$ cat src/reset_init_defines.svh
// Purpose: Constants for the reset-dependent register bank
// Assumes: Byte offsets are the printed register numbers times four
// Notes: Values are eight bits wide; unimplemented bits are masked to zero
`ifndef RESET_INIT_DEFINES_SVH
`define RESET_INIT_DEFINES_SVH

// ----------------------------------------------------------------
// Register indices
// ----------------------------------------------------------------
`define IDX_INTERRUPT_CONTROL_REG_REG 8'h0b
`define IDX_PIR_FLAGS 8'h0c
`define IDX_TIMER1_CTL 8'h10
`define IDX_T2CTL 8'h12
`define IDX_CC_LOW 8'h15
`define IDX_CC_HIGH 8'h16
`define IDX_CC_CTL 8'h17
`define IDX_RX_STATUS 8'h18
`define IDX_TX_BUF 8'h19
`define IDX_RX_BUF 8'h1a
`define IDX_CMP_CTL 8'h1f
`define IDX_OPT_CTL 8'h81
`define IDX_DIR_A 8'h85
`define IDX_DIR_B 8'h86
`define IDX_PIE 8'h8c
`define IDX_PWR_CTL 8'h8e
`define IDX_T2PER 8'h92
`define IDX_TX_STATUS 8'h98
`define IDX_BAUD 8'h99
`define IDX_NVM_DATA 8'h9a
`define IDX_NVM_ADDR 8'h9b
`define IDX_NVM_CTL1 8'h9c
`define IDX_NVM_CTL2 8'h9d
`define IDX_VREF_CTL 8'h9f
`define IDX_CAUSE 8'hf0
`define IDX_RESUME_PC 8'hf1

// ----------------------------------------------------------------
// Masks of implemented bits and reset values
// ----------------------------------------------------------------
`define MASK_T2CTL 8'h7f
`define MASK_SIX 8'h3f
`define MASK_PIR 8'hf7
`define MASK_PWR 8'h0b
`define MASK_TXS 8'hf7
`define MASK_NVM1 8'h0f
`define MASK_VREF 8'hef
`define VAL_ONES 8'hff
`define VAL_ZERO 8'h00
`define VAL_TXS 8'h02
`define VAL_PWR_POR 8'h08
`define VAL_PWR_OTHER 8'h08
`define BIT_PWR_BROWN 0
`define BIT_GIE 7
`define BIT_NVM_ERR 3
`define VEC_RESET 13'h0000
`define VEC_IRQ 13'h0004
`define RESP_OKAY 2'b00
`define RESP_SLVERR 2'b10

`endif

$ cat src/reset_init_pkg.sv
// Purpose: Types for the reset-dependent register bank
// Assumes: Constants live in reset_init_defines.svh
// Notes: Cause codes are one-hot
package reset_init_pkg;

    // Reset or wake cause, one-hot
    typedef enum logic [5:0] {
        cause_none = 6'h01,
        cause_por = 6'h02,
        cause_other = 6'h04,
        cause_brown = 6'h08,
        cause_wake_irq = 6'h10,
        cause_wake_wdt = 6'h20
    } cause_t;

    typedef struct packed {
        logic [7:0] interrupt_control_reg;
        logic [7:0] pir;
        logic [7:0] timer1_control;
        logic [7:0] timer2_control;
        logic [7:0] cc_low;
        logic [7:0] cc_high;
        logic [7:0] cc_ctl;
        logic [7:0] rx_status;
        logic [7:0] tx_buf;
        logic [7:0] rx_buf;
        logic [7:0] cmp_ctl;
        logic [7:0] opt_ctl;
        logic [7:0] dir_a;
        logic [7:0] dir_b;
        logic [7:0] pie;
        logic [7:0] pwr;
        logic [7:0] t2per;
        logic [7:0] tx_status;
        logic [7:0] baud;
        logic [7:0] nvm_data;
        logic [7:0] nvm_addr;
        logic [7:0] nvm_ctl1;
        logic [7:0] vref;
        logic [12:0] pc;
        cause_t cause;
        logic aw_full;
        logic [7:0] aw_idx;
        logic aw_ok;
        logic w_full;
        logic [31:0] w_data;
        logic [3:0] w_strb;
        logic bvalid;
        logic [1:0] bresp;
        logic arready;
        logic rvalid;
        logic [31:0] rdata;
        logic [1:0] rresp;
    } state_t;

endpackage : reset_init_pkg

$ cat src/reset_init_register_state.sv
// Purpose: Register bank whose contents are set by the kind of reset or wake-up
// Assumes: Reset and wake requests are asynchronous one-cycle-or-longer levels
// Notes: Registers are reached over AXI4-Lite, one aligned word each
//
// Functional notes
// (RULE1) Interrupt wake with global enable loads 0004h
// (RULE2) Brown-out clears power bit 0, sets bit 3, others keep
// (RULE3) Brown-out forces timer1 control to zero
// (RULE4) Interrupt wake sets the causing flag bits
// (RULE5) Waking peripheral updates its status bits
// (RULE6) Power-on applies power-on values to all but cc_low, cc_high, nvm_data, nvm_addr
// (RULE7) Option, directions, period ones on resets
// (RULE8) Unchanged kept, unimplemented bits read zero
// (RULE9) Cause recorded, selects one value column
`timescale 1ns/1ps
`include "reset_init_defines.svh"

module reset_init_register_state
    import reset_init_pkg::*;
(
    input wire logic clock,
    input wire logic rst_n,
    input wire logic por_req,
    input wire logic brownout_reset,
    input wire logic external_reset_pin,
    input wire logic watchdog_timer,
    input wire logic wake_irq,
    input wire logic wake_wdt,
    input wire logic [7:0] wake_interrupt_control_reg_flags,
    input wire logic [7:0] wake_pir_flags,
    input wire logic [12:0] sleep_pc,
    input wire logic [31:0] s_axi_awaddr,
    input wire logic s_axi_awvalid,
    output logic s_axi_awready,
    input wire logic [31:0] s_axi_wdata,
    input wire logic [3:0] s_axi_wstrb,
    input wire logic s_axi_wvalid,
    output logic s_axi_wready,
    output logic [1:0] s_axi_bresp,
    output logic s_axi_bvalid,
    input wire logic s_axi_bready,
    input wire logic [31:0] s_axi_araddr,
    input wire logic s_axi_arvalid,
    output logic s_axi_arready,
    output logic [31:0] s_axi_rdata,
    output logic [1:0] s_axi_rresp,
    output logic s_axi_rvalid,
    input wire logic s_axi_rready,
    output logic [12:0] program_counter,
    output logic [7:0] timer2_period,
    output logic [7:0] port_a_direction,
    output logic [7:0] port_b_direction,
    output logic [7:0] option_control,
    output logic [5:0] last_cause
);

    state_t cur;
    state_t nxt;
    logic [5:0] raw_req;
    logic [5:0] meta_req;
    logic [5:0] sync_req;
    logic [5:0] sync_old;
    logic [5:0] req_rise;

    // ----------------------------------------------------------------
    // Helpers
    // ----------------------------------------------------------------

    // Valid word index from a byte address, or all ones when misaligned or above byte 3FFh
    function automatic logic [8:0] word_index(input logic [31:0] addr);
        if (addr[1:0] != 2'b00 || addr[31:10] != 22'h0)
            return 9'h1ff;
        return {1'b0, addr[9:2]};
    endfunction : word_index

    // True when the index names a mapped register
    function automatic logic is_mapped(input logic [8:0] idx);
        case (idx[7:0])
            `IDX_INTERRUPT_CONTROL_REG_REG, `IDX_PIR_FLAGS, `IDX_TIMER1_CTL, `IDX_T2CTL,
            `IDX_CC_LOW, `IDX_CC_HIGH, `IDX_CC_CTL, `IDX_RX_STATUS,
            `IDX_TX_BUF, `IDX_RX_BUF, `IDX_CMP_CTL, `IDX_OPT_CTL,
            `IDX_DIR_A, `IDX_DIR_B, `IDX_PIE, `IDX_PWR_CTL, `IDX_T2PER,
            `IDX_TX_STATUS, `IDX_BAUD, `IDX_NVM_DATA, `IDX_NVM_ADDR,
            `IDX_NVM_CTL1, `IDX_NVM_CTL2, `IDX_VREF_CTL, `IDX_CAUSE,
            `IDX_RESUME_PC: return !idx[8];
            default: return 1'b0;
        endcase
    endfunction : is_mapped

    // Read value of one register; unimplemented bits come back zero
    function automatic logic [7:0] read_reg(input state_t s, input logic [7:0] idx);
        case (idx)
            `IDX_INTERRUPT_CONTROL_REG_REG: return s.interrupt_control_reg;
            `IDX_PIR_FLAGS: return s.pir & `MASK_PIR; // RULE8
            `IDX_TIMER1_CTL: return s.timer1_control & `MASK_SIX; // RULE8
            `IDX_T2CTL: return s.timer2_control & `MASK_T2CTL; // RULE8
            `IDX_CC_LOW: return s.cc_low;
            `IDX_CC_HIGH: return s.cc_high;
            `IDX_CC_CTL: return s.cc_ctl & `MASK_SIX;
            `IDX_RX_STATUS: return s.rx_status;
            `IDX_RX_BUF: return s.rx_buf;
            `IDX_CMP_CTL: return s.cmp_ctl;
            `IDX_OPT_CTL: return s.opt_ctl;
            `IDX_DIR_A: return s.dir_a;
            `IDX_DIR_B: return s.dir_b;
            `IDX_PIE: return s.pie & `MASK_PIR;
            `IDX_PWR_CTL: return s.pwr & `MASK_PWR;
            `IDX_T2PER: return s.t2per;
            `IDX_TX_STATUS: return s.tx_status & `MASK_TXS;
            `IDX_BAUD: return s.baud;
            `IDX_NVM_DATA: return s.nvm_data;
            `IDX_NVM_ADDR: return s.nvm_addr;
            `IDX_NVM_CTL1: return s.nvm_ctl1 & `MASK_NVM1;
            `IDX_VREF_CTL: return s.vref & `MASK_VREF;
            `IDX_CAUSE: return {2'b00, s.cause};
            `IDX_RESUME_PC: return s.pc[7:0];
            default: return `VAL_ZERO;
        endcase
    endfunction : read_reg

    // Byte lane zero merge under strobe
    function automatic logic [7:0] merge(input logic [7:0] old, input logic [31:0] d,
                                         input logic [3:0] strb);
        return strb[0] ? d[7:0] : old;
    endfunction : merge

    // ----------------------------------------------------------------
    // Cause inputs: two-stage synchronisers, then edge detection
    // ----------------------------------------------------------------
    assign raw_req = {wake_wdt, wake_irq, brownout_reset, external_reset_pin | watchdog_timer,
                      por_req, 1'b0};

    // Sync flops live outside the struct; the first stage is read only by the second
    always_ff @(posedge clock or negedge rst_n)
    begin
        if (!rst_n)
        begin
            meta_req <= 6'h00;
            sync_req <= 6'h00;
            sync_old <= 6'h00;
        end
        else
        begin
            meta_req <= raw_req;
            sync_req <= meta_req;
            sync_old <= sync_req;
        end
    end

    assign req_rise = sync_req & ~sync_old;

    // ----------------------------------------------------------------
    // Next-state logic
    // ----------------------------------------------------------------

    // Priority: power-on over brown-out over other resets over wakes
    always_comb
    begin
        logic [8:0] widx;
        logic [7:0] wd;
        nxt = cur;
        widx = 9'h000;
        wd = `VAL_ZERO;
        if (req_rise[1])
        begin
            // Power-on values on every register but cc_low, cc_high, nvm_data, nvm_addr
            nxt.cause = cause_por; // RULE9
            nxt.interrupt_control_reg = `VAL_ZERO; // RULE6
            nxt.pir = `VAL_ZERO;
            nxt.timer1_control = `VAL_ZERO;
            nxt.timer2_control = `VAL_ZERO;
            nxt.cc_ctl = `VAL_ZERO;
            nxt.rx_status = `VAL_ZERO;
            nxt.tx_buf = `VAL_ZERO;
            nxt.rx_buf = `VAL_ZERO;
            nxt.cmp_ctl = `VAL_ZERO;
            nxt.pie = `VAL_ZERO;
            nxt.tx_status = `VAL_TXS;
            nxt.baud = `VAL_ZERO;
            nxt.vref = `VAL_ZERO;
            nxt.nvm_ctl1 = `VAL_ZERO;
            nxt.pwr = `VAL_PWR_POR; // RULE6
            nxt.opt_ctl = `VAL_ONES; // RULE7
            nxt.dir_a = `VAL_ONES; // RULE7
            nxt.dir_b = `VAL_ONES; // RULE7
            nxt.t2per = `VAL_ONES; // RULE7
            nxt.pc = `VEC_RESET;
        end
        else if (req_rise[2] || req_rise[3])
        begin
            // Other-reset column; data-like registers stay unchanged
            nxt.cause = req_rise[3] ? cause_brown : cause_other; // RULE9
            nxt.interrupt_control_reg = {7'h00, cur.interrupt_control_reg[0]};
            nxt.pir = `VAL_ZERO;
            nxt.timer2_control = `VAL_ZERO;
            nxt.cc_ctl = `VAL_ZERO;
            nxt.rx_status = {7'h00, cur.rx_status[0]};
            nxt.tx_buf = `VAL_ZERO;
            nxt.rx_buf = `VAL_ZERO;
            nxt.cmp_ctl = `VAL_ZERO;
            nxt.pie = `VAL_ZERO;
            nxt.tx_status = `VAL_TXS;
            nxt.baud = `VAL_ZERO;
            nxt.vref = `VAL_ZERO;
            nxt.nvm_ctl1 = {4'h0, cur.nvm_ctl1[3], 3'b000};
            nxt.opt_ctl = `VAL_ONES; // RULE7
            nxt.dir_a = `VAL_ONES; // RULE7
            nxt.dir_b = `VAL_ONES; // RULE7
            nxt.t2per = `VAL_ONES; // RULE7
            nxt.pwr = cur.pwr | `VAL_PWR_OTHER; // RULE8
            nxt.pc = `VEC_RESET;
            if (req_rise[3])
            begin
                nxt.pwr[`BIT_PWR_BROWN] = 1'b0; // RULE2
                nxt.timer1_control = `VAL_ZERO; // RULE3
            end
        end
        else if (req_rise[4] || req_rise[5])
        begin
            // Wake column: everything unchanged except cause, flags, two status bits and PC
            nxt.cause = req_rise[4] ? cause_wake_irq : cause_wake_wdt; // RULE9
            nxt.pc = sleep_pc + 13'h0001; // RULE8
            if (req_rise[4])
            begin
                nxt.interrupt_control_reg = cur.interrupt_control_reg | wake_interrupt_control_reg_flags; // RULE4
                nxt.pir = (cur.pir | wake_pir_flags) & `MASK_PIR; // RULE4
                // Receive flag also marks receive status valid
                if (wake_pir_flags[5])
                    nxt.rx_status[0] = 1'b1; // RULE5
                if (wake_pir_flags[7])
                    nxt.nvm_ctl1[`BIT_NVM_ERR] = 1'b0; // RULE5
                if (cur.interrupt_control_reg[`BIT_GIE])
                    nxt.pc = `VEC_IRQ; // RULE1
            end
        end

        // Bus write address and data may arrive in either order
        if (s_axi_awvalid && !cur.aw_full)
        begin
            widx = word_index(s_axi_awaddr);
            nxt.aw_full = 1'b1;
            nxt.aw_idx = widx[7:0];
            nxt.aw_ok = is_mapped(widx);
        end
        if (s_axi_wvalid && !cur.w_full)
        begin
            nxt.w_full = 1'b1;
            nxt.w_data = s_axi_wdata;
            nxt.w_strb = s_axi_wstrb;
        end
        // A reset event in the same cycle wins over a software write
        if (cur.aw_full && cur.w_full && !cur.bvalid)
        begin
            nxt.aw_full = 1'b0;
            nxt.w_full = 1'b0;
            nxt.bvalid = 1'b1;
            nxt.bresp = cur.aw_ok ? `RESP_OKAY : `RESP_SLVERR;
            if (cur.aw_ok && req_rise[5:1] == 5'h00)
            begin
                case (cur.aw_idx)
                    `IDX_INTERRUPT_CONTROL_REG_REG: nxt.interrupt_control_reg = merge(cur.interrupt_control_reg, cur.w_data, cur.w_strb);
                    `IDX_PIR_FLAGS: nxt.pir = merge(cur.pir, cur.w_data, cur.w_strb);
                    `IDX_TIMER1_CTL: nxt.timer1_control = merge(cur.timer1_control, cur.w_data, cur.w_strb);
                    `IDX_T2CTL: nxt.timer2_control = merge(cur.timer2_control, cur.w_data, cur.w_strb);
                    `IDX_CC_LOW: nxt.cc_low = merge(cur.cc_low, cur.w_data, cur.w_strb);
                    `IDX_CC_HIGH: nxt.cc_high = merge(cur.cc_high, cur.w_data, cur.w_strb);
                    `IDX_CC_CTL: nxt.cc_ctl = merge(cur.cc_ctl, cur.w_data, cur.w_strb);
                    `IDX_RX_STATUS: nxt.rx_status = merge(cur.rx_status, cur.w_data, cur.w_strb);
                    `IDX_TX_BUF: nxt.tx_buf = merge(cur.tx_buf, cur.w_data, cur.w_strb);
                    `IDX_CMP_CTL: nxt.cmp_ctl = merge(cur.cmp_ctl, cur.w_data, cur.w_strb);
                    `IDX_OPT_CTL: nxt.opt_ctl = merge(cur.opt_ctl, cur.w_data, cur.w_strb);
                    `IDX_DIR_A: nxt.dir_a = merge(cur.dir_a, cur.w_data, cur.w_strb);
                    `IDX_DIR_B: nxt.dir_b = merge(cur.dir_b, cur.w_data, cur.w_strb);
                    `IDX_PIE: nxt.pie = merge(cur.pie, cur.w_data, cur.w_strb);
                    `IDX_PWR_CTL: nxt.pwr = merge(cur.pwr, cur.w_data, cur.w_strb);
                    `IDX_T2PER: nxt.t2per = merge(cur.t2per, cur.w_data, cur.w_strb);
                    `IDX_TX_STATUS: nxt.tx_status = merge(cur.tx_status, cur.w_data, cur.w_strb);
                    `IDX_BAUD: nxt.baud = merge(cur.baud, cur.w_data, cur.w_strb);
                    `IDX_NVM_DATA: nxt.nvm_data = merge(cur.nvm_data, cur.w_data, cur.w_strb);
                    `IDX_NVM_ADDR: nxt.nvm_addr = merge(cur.nvm_addr, cur.w_data, cur.w_strb);
                    `IDX_NVM_CTL1: nxt.nvm_ctl1 = merge(cur.nvm_ctl1, cur.w_data, cur.w_strb);
                    `IDX_VREF_CTL: nxt.vref = merge(cur.vref, cur.w_data, cur.w_strb);
                    default: wd = `VAL_ZERO; // Write-only strobe or read-only: dropped
                endcase
            end
        end
        if (cur.bvalid && s_axi_bready)
            nxt.bvalid = 1'b0;

        // Read: one-cycle address acceptance, data valid from the same edge
        nxt.arready = 1'b0;
        if (s_axi_arvalid && !cur.arready && !cur.rvalid)
        begin
            widx = word_index(s_axi_araddr);
            nxt.arready = 1'b1;
            nxt.rvalid = 1'b1;
            nxt.rresp = is_mapped(widx) ? `RESP_OKAY : `RESP_SLVERR;
            nxt.rdata = {24'h000000, is_mapped(widx) ? read_reg(cur, widx[7:0]) : wd}; // RULE8
        end
        else if (cur.rvalid && s_axi_rready)
            nxt.rvalid = 1'b0;
    end

    // ----------------------------------------------------------------
    // State register
    // ----------------------------------------------------------------

    // Hardware reset loads power-on values with cause_none: all known values
    always_ff @(posedge clock or negedge rst_n)
    begin
        if (!rst_n)
        begin
            cur <= '0;
            cur.cause <= cause_none;
            cur.opt_ctl <= `VAL_ONES;
            cur.dir_a <= `VAL_ONES;
            cur.dir_b <= `VAL_ONES;
            cur.t2per <= `VAL_ONES;
            cur.tx_status <= `VAL_TXS;
            cur.pwr <= `VAL_PWR_POR;
        end
        else
            cur <= nxt;
    end

    // ----------------------------------------------------------------
    // Outputs, all straight from flops
    // ----------------------------------------------------------------
    assign s_axi_awready = !cur.aw_full;
    assign s_axi_wready = !cur.w_full;
    assign s_axi_bvalid = cur.bvalid;
    assign s_axi_bresp = cur.bresp;
    assign s_axi_arready = cur.arready;
    assign s_axi_rvalid = cur.rvalid;
    assign s_axi_rdata = cur.rdata;
    assign s_axi_rresp = cur.rresp;
    assign program_counter = cur.pc;
    assign timer2_period = cur.t2per;
    assign port_a_direction = cur.dir_a;
    assign port_b_direction = cur.dir_b;
    assign option_control = cur.opt_ctl;
    assign last_cause = cur.cause;

endmodule : reset_init_register_state

$ cat config.mk
export PLATFORM = sky130hd
export DESIGN_NAME = reset_init_register_state
export DESIGN_NICKNAME = d
export VERILOG_FILES = /design/src/reset_init_pkg.sv /design/src/reset_init_register_state.sv
export VERILOG_INCLUDE_DIRS = /design/src
export SDC_FILE = /design/constraint.sdc
export NUM_CORES = 1
export LEC_CHECK = 0
export BUFFER_PORTS_ARGS = -buffer_cell sky130_fd_sc_hd__buf_2
export CELL_PAD_IN_SITES_DETAIL_PLACEMENT = 0
export CELL_PAD_IN_SITES_GLOBAL_PLACEMENT = 1
export CORE_MARGIN = 1
export CORE_UTILIZATION = 45
export CTS_CLUSTER_SIZE = 12
export DETAILED_ROUTE_END_ITERATION = 16
export PLACE_DENSITY = 0.95
export REMOVE_ABC_BUFFERS = 1
export SETUP_SLACK_MARGIN = 0.2
export SYNTH_ARGS = -nofsm -noshare
export SYNTH_HDL_FRONTEND = slang
export SYNTH_SLANG_ARGS = --single-unit
$ cat constraint.sdc
create_clock -name clock -period 7.9 [get_ports clock]
set_clock_uncertainty 0.2 [all_clocks]
set_input_delay 0.395 -clock clock [delete_from_list [all_inputs] [get_ports clock]]
set_output_delay 0.395 -clock clock [all_outputs]
set_load 0.02 [all_outputs]
==> reports/summary.txt <==
Hold depth - 3
Clk sinks - 217
Global-route wire length before repair - 52590 µm
Outcome - complete, no violations
TNS Setup - 0 ns
Top cells by area, synth - dfrtp_1 (41%), dfstp_2 (8.3%), buf_4 (5.9%)
Die ar. - 25310 µm²
Sequential-to-total area share from yosys stat - 49.30%
WL/cell - 21.33 µm
Top cells by count, synth - dfrtp_1 (182), nand2_1 (130), o21ai_0 (122)
Slew Viols, Final - 0
DRT Wirelength - 33960 µm
Max Buffers Root-to-Sink - 3
CP Depth - 6
Area grow syn2layout - 14.12%
Via/cell ratio - 6.018
Main flop type after synthesis - dfrtp_1
Most frequent cell after synthesis - dfrtp_1
FF+latch count, synth - 217
WP buf/inv - 0
Worst setup SP type - flip-flop
IO Pins - 234
Initial antenna violation count - 0
Number of flops mapped to enable cells by yosys - 0
Die Width - 159.1 µm
Distinct cell type count after synthesis - 82
Tightest Pin Transition - 1.112 ns
Nets - 1394
CTS tree - yes
# fillers - 2226
Max Fclk - 286.1 MHz
Static Leakage - 5.575 nW
CP top delay family - simple AND/OR/NAND/NOR gates
Max cap viols - 0
Setup violators final - 0
Critical path class - flip-flop to flip-flop
Post-synth top area share - 41.01%
Synth warnings - 0
Num CTS Buffers - 24
GRT Util Overall - 26.74%
Critical path required time - 8.10 ns
CP Max Fanout - 16
Root buf cell - clkbuf_16
Data arrival, critical path - 3.69 ns
Final period utilization - 44.24%
DR iter-0 viols - 956
Synth Instances - 1143
P per Cell Area - 222.9 nW/µm²
Hold Crit Class - input pin to flip-flop
Post-CTS Hold Fix Bufs - 32
Critical path, cell by cell - nor2b_4, or3_1, nor4_4, and3_1, nand3_1, o211ai_1
CTS H-tree depth - 1
VDD IR max - 0.1721 mV
Gpl congestion - 0.9466
Hpwl dp - 23520 µm
Worst skew pair latency - 0.52 ns
Final Hold Fails - 0
Core footprint - 24250 µm²
R2R depth - 6
Rel. slew slack - 24.83%
Port bufs - 179
Global route overflow - 0
Slowest-stage cell, CP - nand3_1
Clk slew on worst S/H paths - 0.06 ns
FFs w/ async S/R, synth - 100.0%
Pre-CTS setup slack - 4.464 ns
Row count - 57
Post-route ant nets - 0
Number of global-route vias before repair - 9049
# DRC - 0
Post-route minimum period - 3.495 ns
Initial Utilization - 45.79%
First-pass DRT Iterations - 5
Largest net degree at the start of global routing - 81
Via Count - 9581
Mean Syn Cell Area - 9.715 µm²
Cell area after synthesis - 11100 µm²
Die height - 159.1 µm
Setup repair after global routing missed its margin - false
Largest stage delay, worst path - 0.73 ns
Post-CTS Setup Bufs - 0
Worst Setup End Kind - flip-flop
Share of layout cells above drive strength 1 - 23.58%
# diodes - 0
Post-CTS sizing - 0
Leading area contributor after synthesis - dfrtp_1
Setup ws final - 4.405 ns
[layout by cell type, fill, tap and decap left out, types with 6 or more instances in the layout]
cell type and count:
o211ai_1 20, mux2i_1 18, a211oi_1 11, clkinv_2 6
conb_1 26, nor4_1 17, clkbuf_16 25, o21ai_0 122
nand3_1 75, dfstp_2 35, and3_1 13, dlygate4sd3_1 32
a221oi_1 7, a222oi_1 8, a21oi_1 37, a22o_1 25
dfrtp_1 182, inv_1 21, and2_1 8, buf_4 9
o221a_2 7, nor2b_1 16, nor2_1 53, nor3_2 6
nand2_1 130, nand2b_1 9, xor2_1 8, a22oi_1 23
nand4_1 11, clkbuf_1 8, buf_2 178, o22a_1 18
[final timing paths]
check	endpoint	start	slack, ns
worst max register to register	option_control[3]$_DFFE_PN1P_	sync_req[1]$_DFF_PN0_	4.41
worst min-delay path	program_counter[12]$_DFFE_PN0P_	sleep_pc[12]	0.005
min in group asynchronous	s_axi_rvalid$_DFFE_PN0P_	rst_n	0.29
worst min register to register	sync_req[5]$_DFF_PN0_	meta_req[5]$_DFF_PN0_	0.14
max in group asynchronous	cur[207]$_DFFE_PN0P_	rst_n	5.84
worst max-delay path	option_control[3]$_DFFE_PN1P_	sync_req[1]$_DFF_PN0_	4.41
[tightest hold or removal path, stage by stage]
cell and delay [ns]:
buf_2 0.08, xor2_1 0.05, o21ai_0 0.14
[power breakdown]
| group | switching [mW] | internal, mW | total, mW |
|---|---|---|---|
| registers | 0.118 | 1.18 | 1.29 |
| logic | 0.334 | 0.117 | 0.451 |
| clock network | 0.441 | 0.639 | 1.08 |
| total | 0.893 | 1.93 | 2.82 |
[registers in the layout, summed over array words and instances, names as in the netlist]
register and flops:
last_cause 6, s_axi_bvalid 1, sync_old 5, port_b_direction 8, sync_req 5, s_axi_bresp 1
s_axi_arready 1, option_control 8, port_a_direction 8, s_axi_rresp 1, meta_req 5, program_counter 13
timer2_period 8, cur 138, s_axi_rvalid 1, s_axi_rdata 8
[final cells by class]
class	instances	area [µm²]	share of cell area [%]
flip-flops and latches	217	5474	43.20
clock inverters	7	60.06	0.4739
clock buffers	36	696.9	5.500
multi-input cells	766	4661	36.78
repair buffers	220	1292	10.20
inverters	22	82.58	0.6517
well taps	324	405.4	3.199
[stage by stage]
step	utilization, %	hold slack, ns	cell area (µm²)	total power [mW]	cells
6_report	52.26	0.005072	12670	2.824	1592
5_1_grt	52.26	0.01686	12670	2.909	1592
4_1_cts	52.26	0.003401	12670	2.824	1592
3_5_place_dp	47.82	0.1358	11590	1.740	1517
3_3_place_gp	47.82	0.1314	11590	1.733	1517
2_1_floorplan	-	-0.1006	10200	1.470	1005
[logic make-up after synthesis]
| group | synth area share [%] |
|---|---|
| buffers and inverters | 9.690 |
| adders and majority gates | 0.2028 |
| AOI/OAI and AO/OA | 19.43 |
| xor gates and xnor gates | 0.9465 |
| other | 0.03377 |
| muxes | 2.434 |
| and+or+nand+nor | 17.97 |
| DFF | 49.30 |
[metal layers]
| metal | GRT usage (%) | vias up | routed length [µm] |
|---|---|---|---|
| met5 | 0 | - | 0 |
| met4 | 13.55 | 0 | 1697 |
| met3 | 4.923 | 109 | 3220 |
| met2 | 41.77 | 563 | 15410 |
| met1 | 35.77 | 4642 | 13630 |
| li1 | - | 4267 | - |
Power figures use the tool's default switching activity.
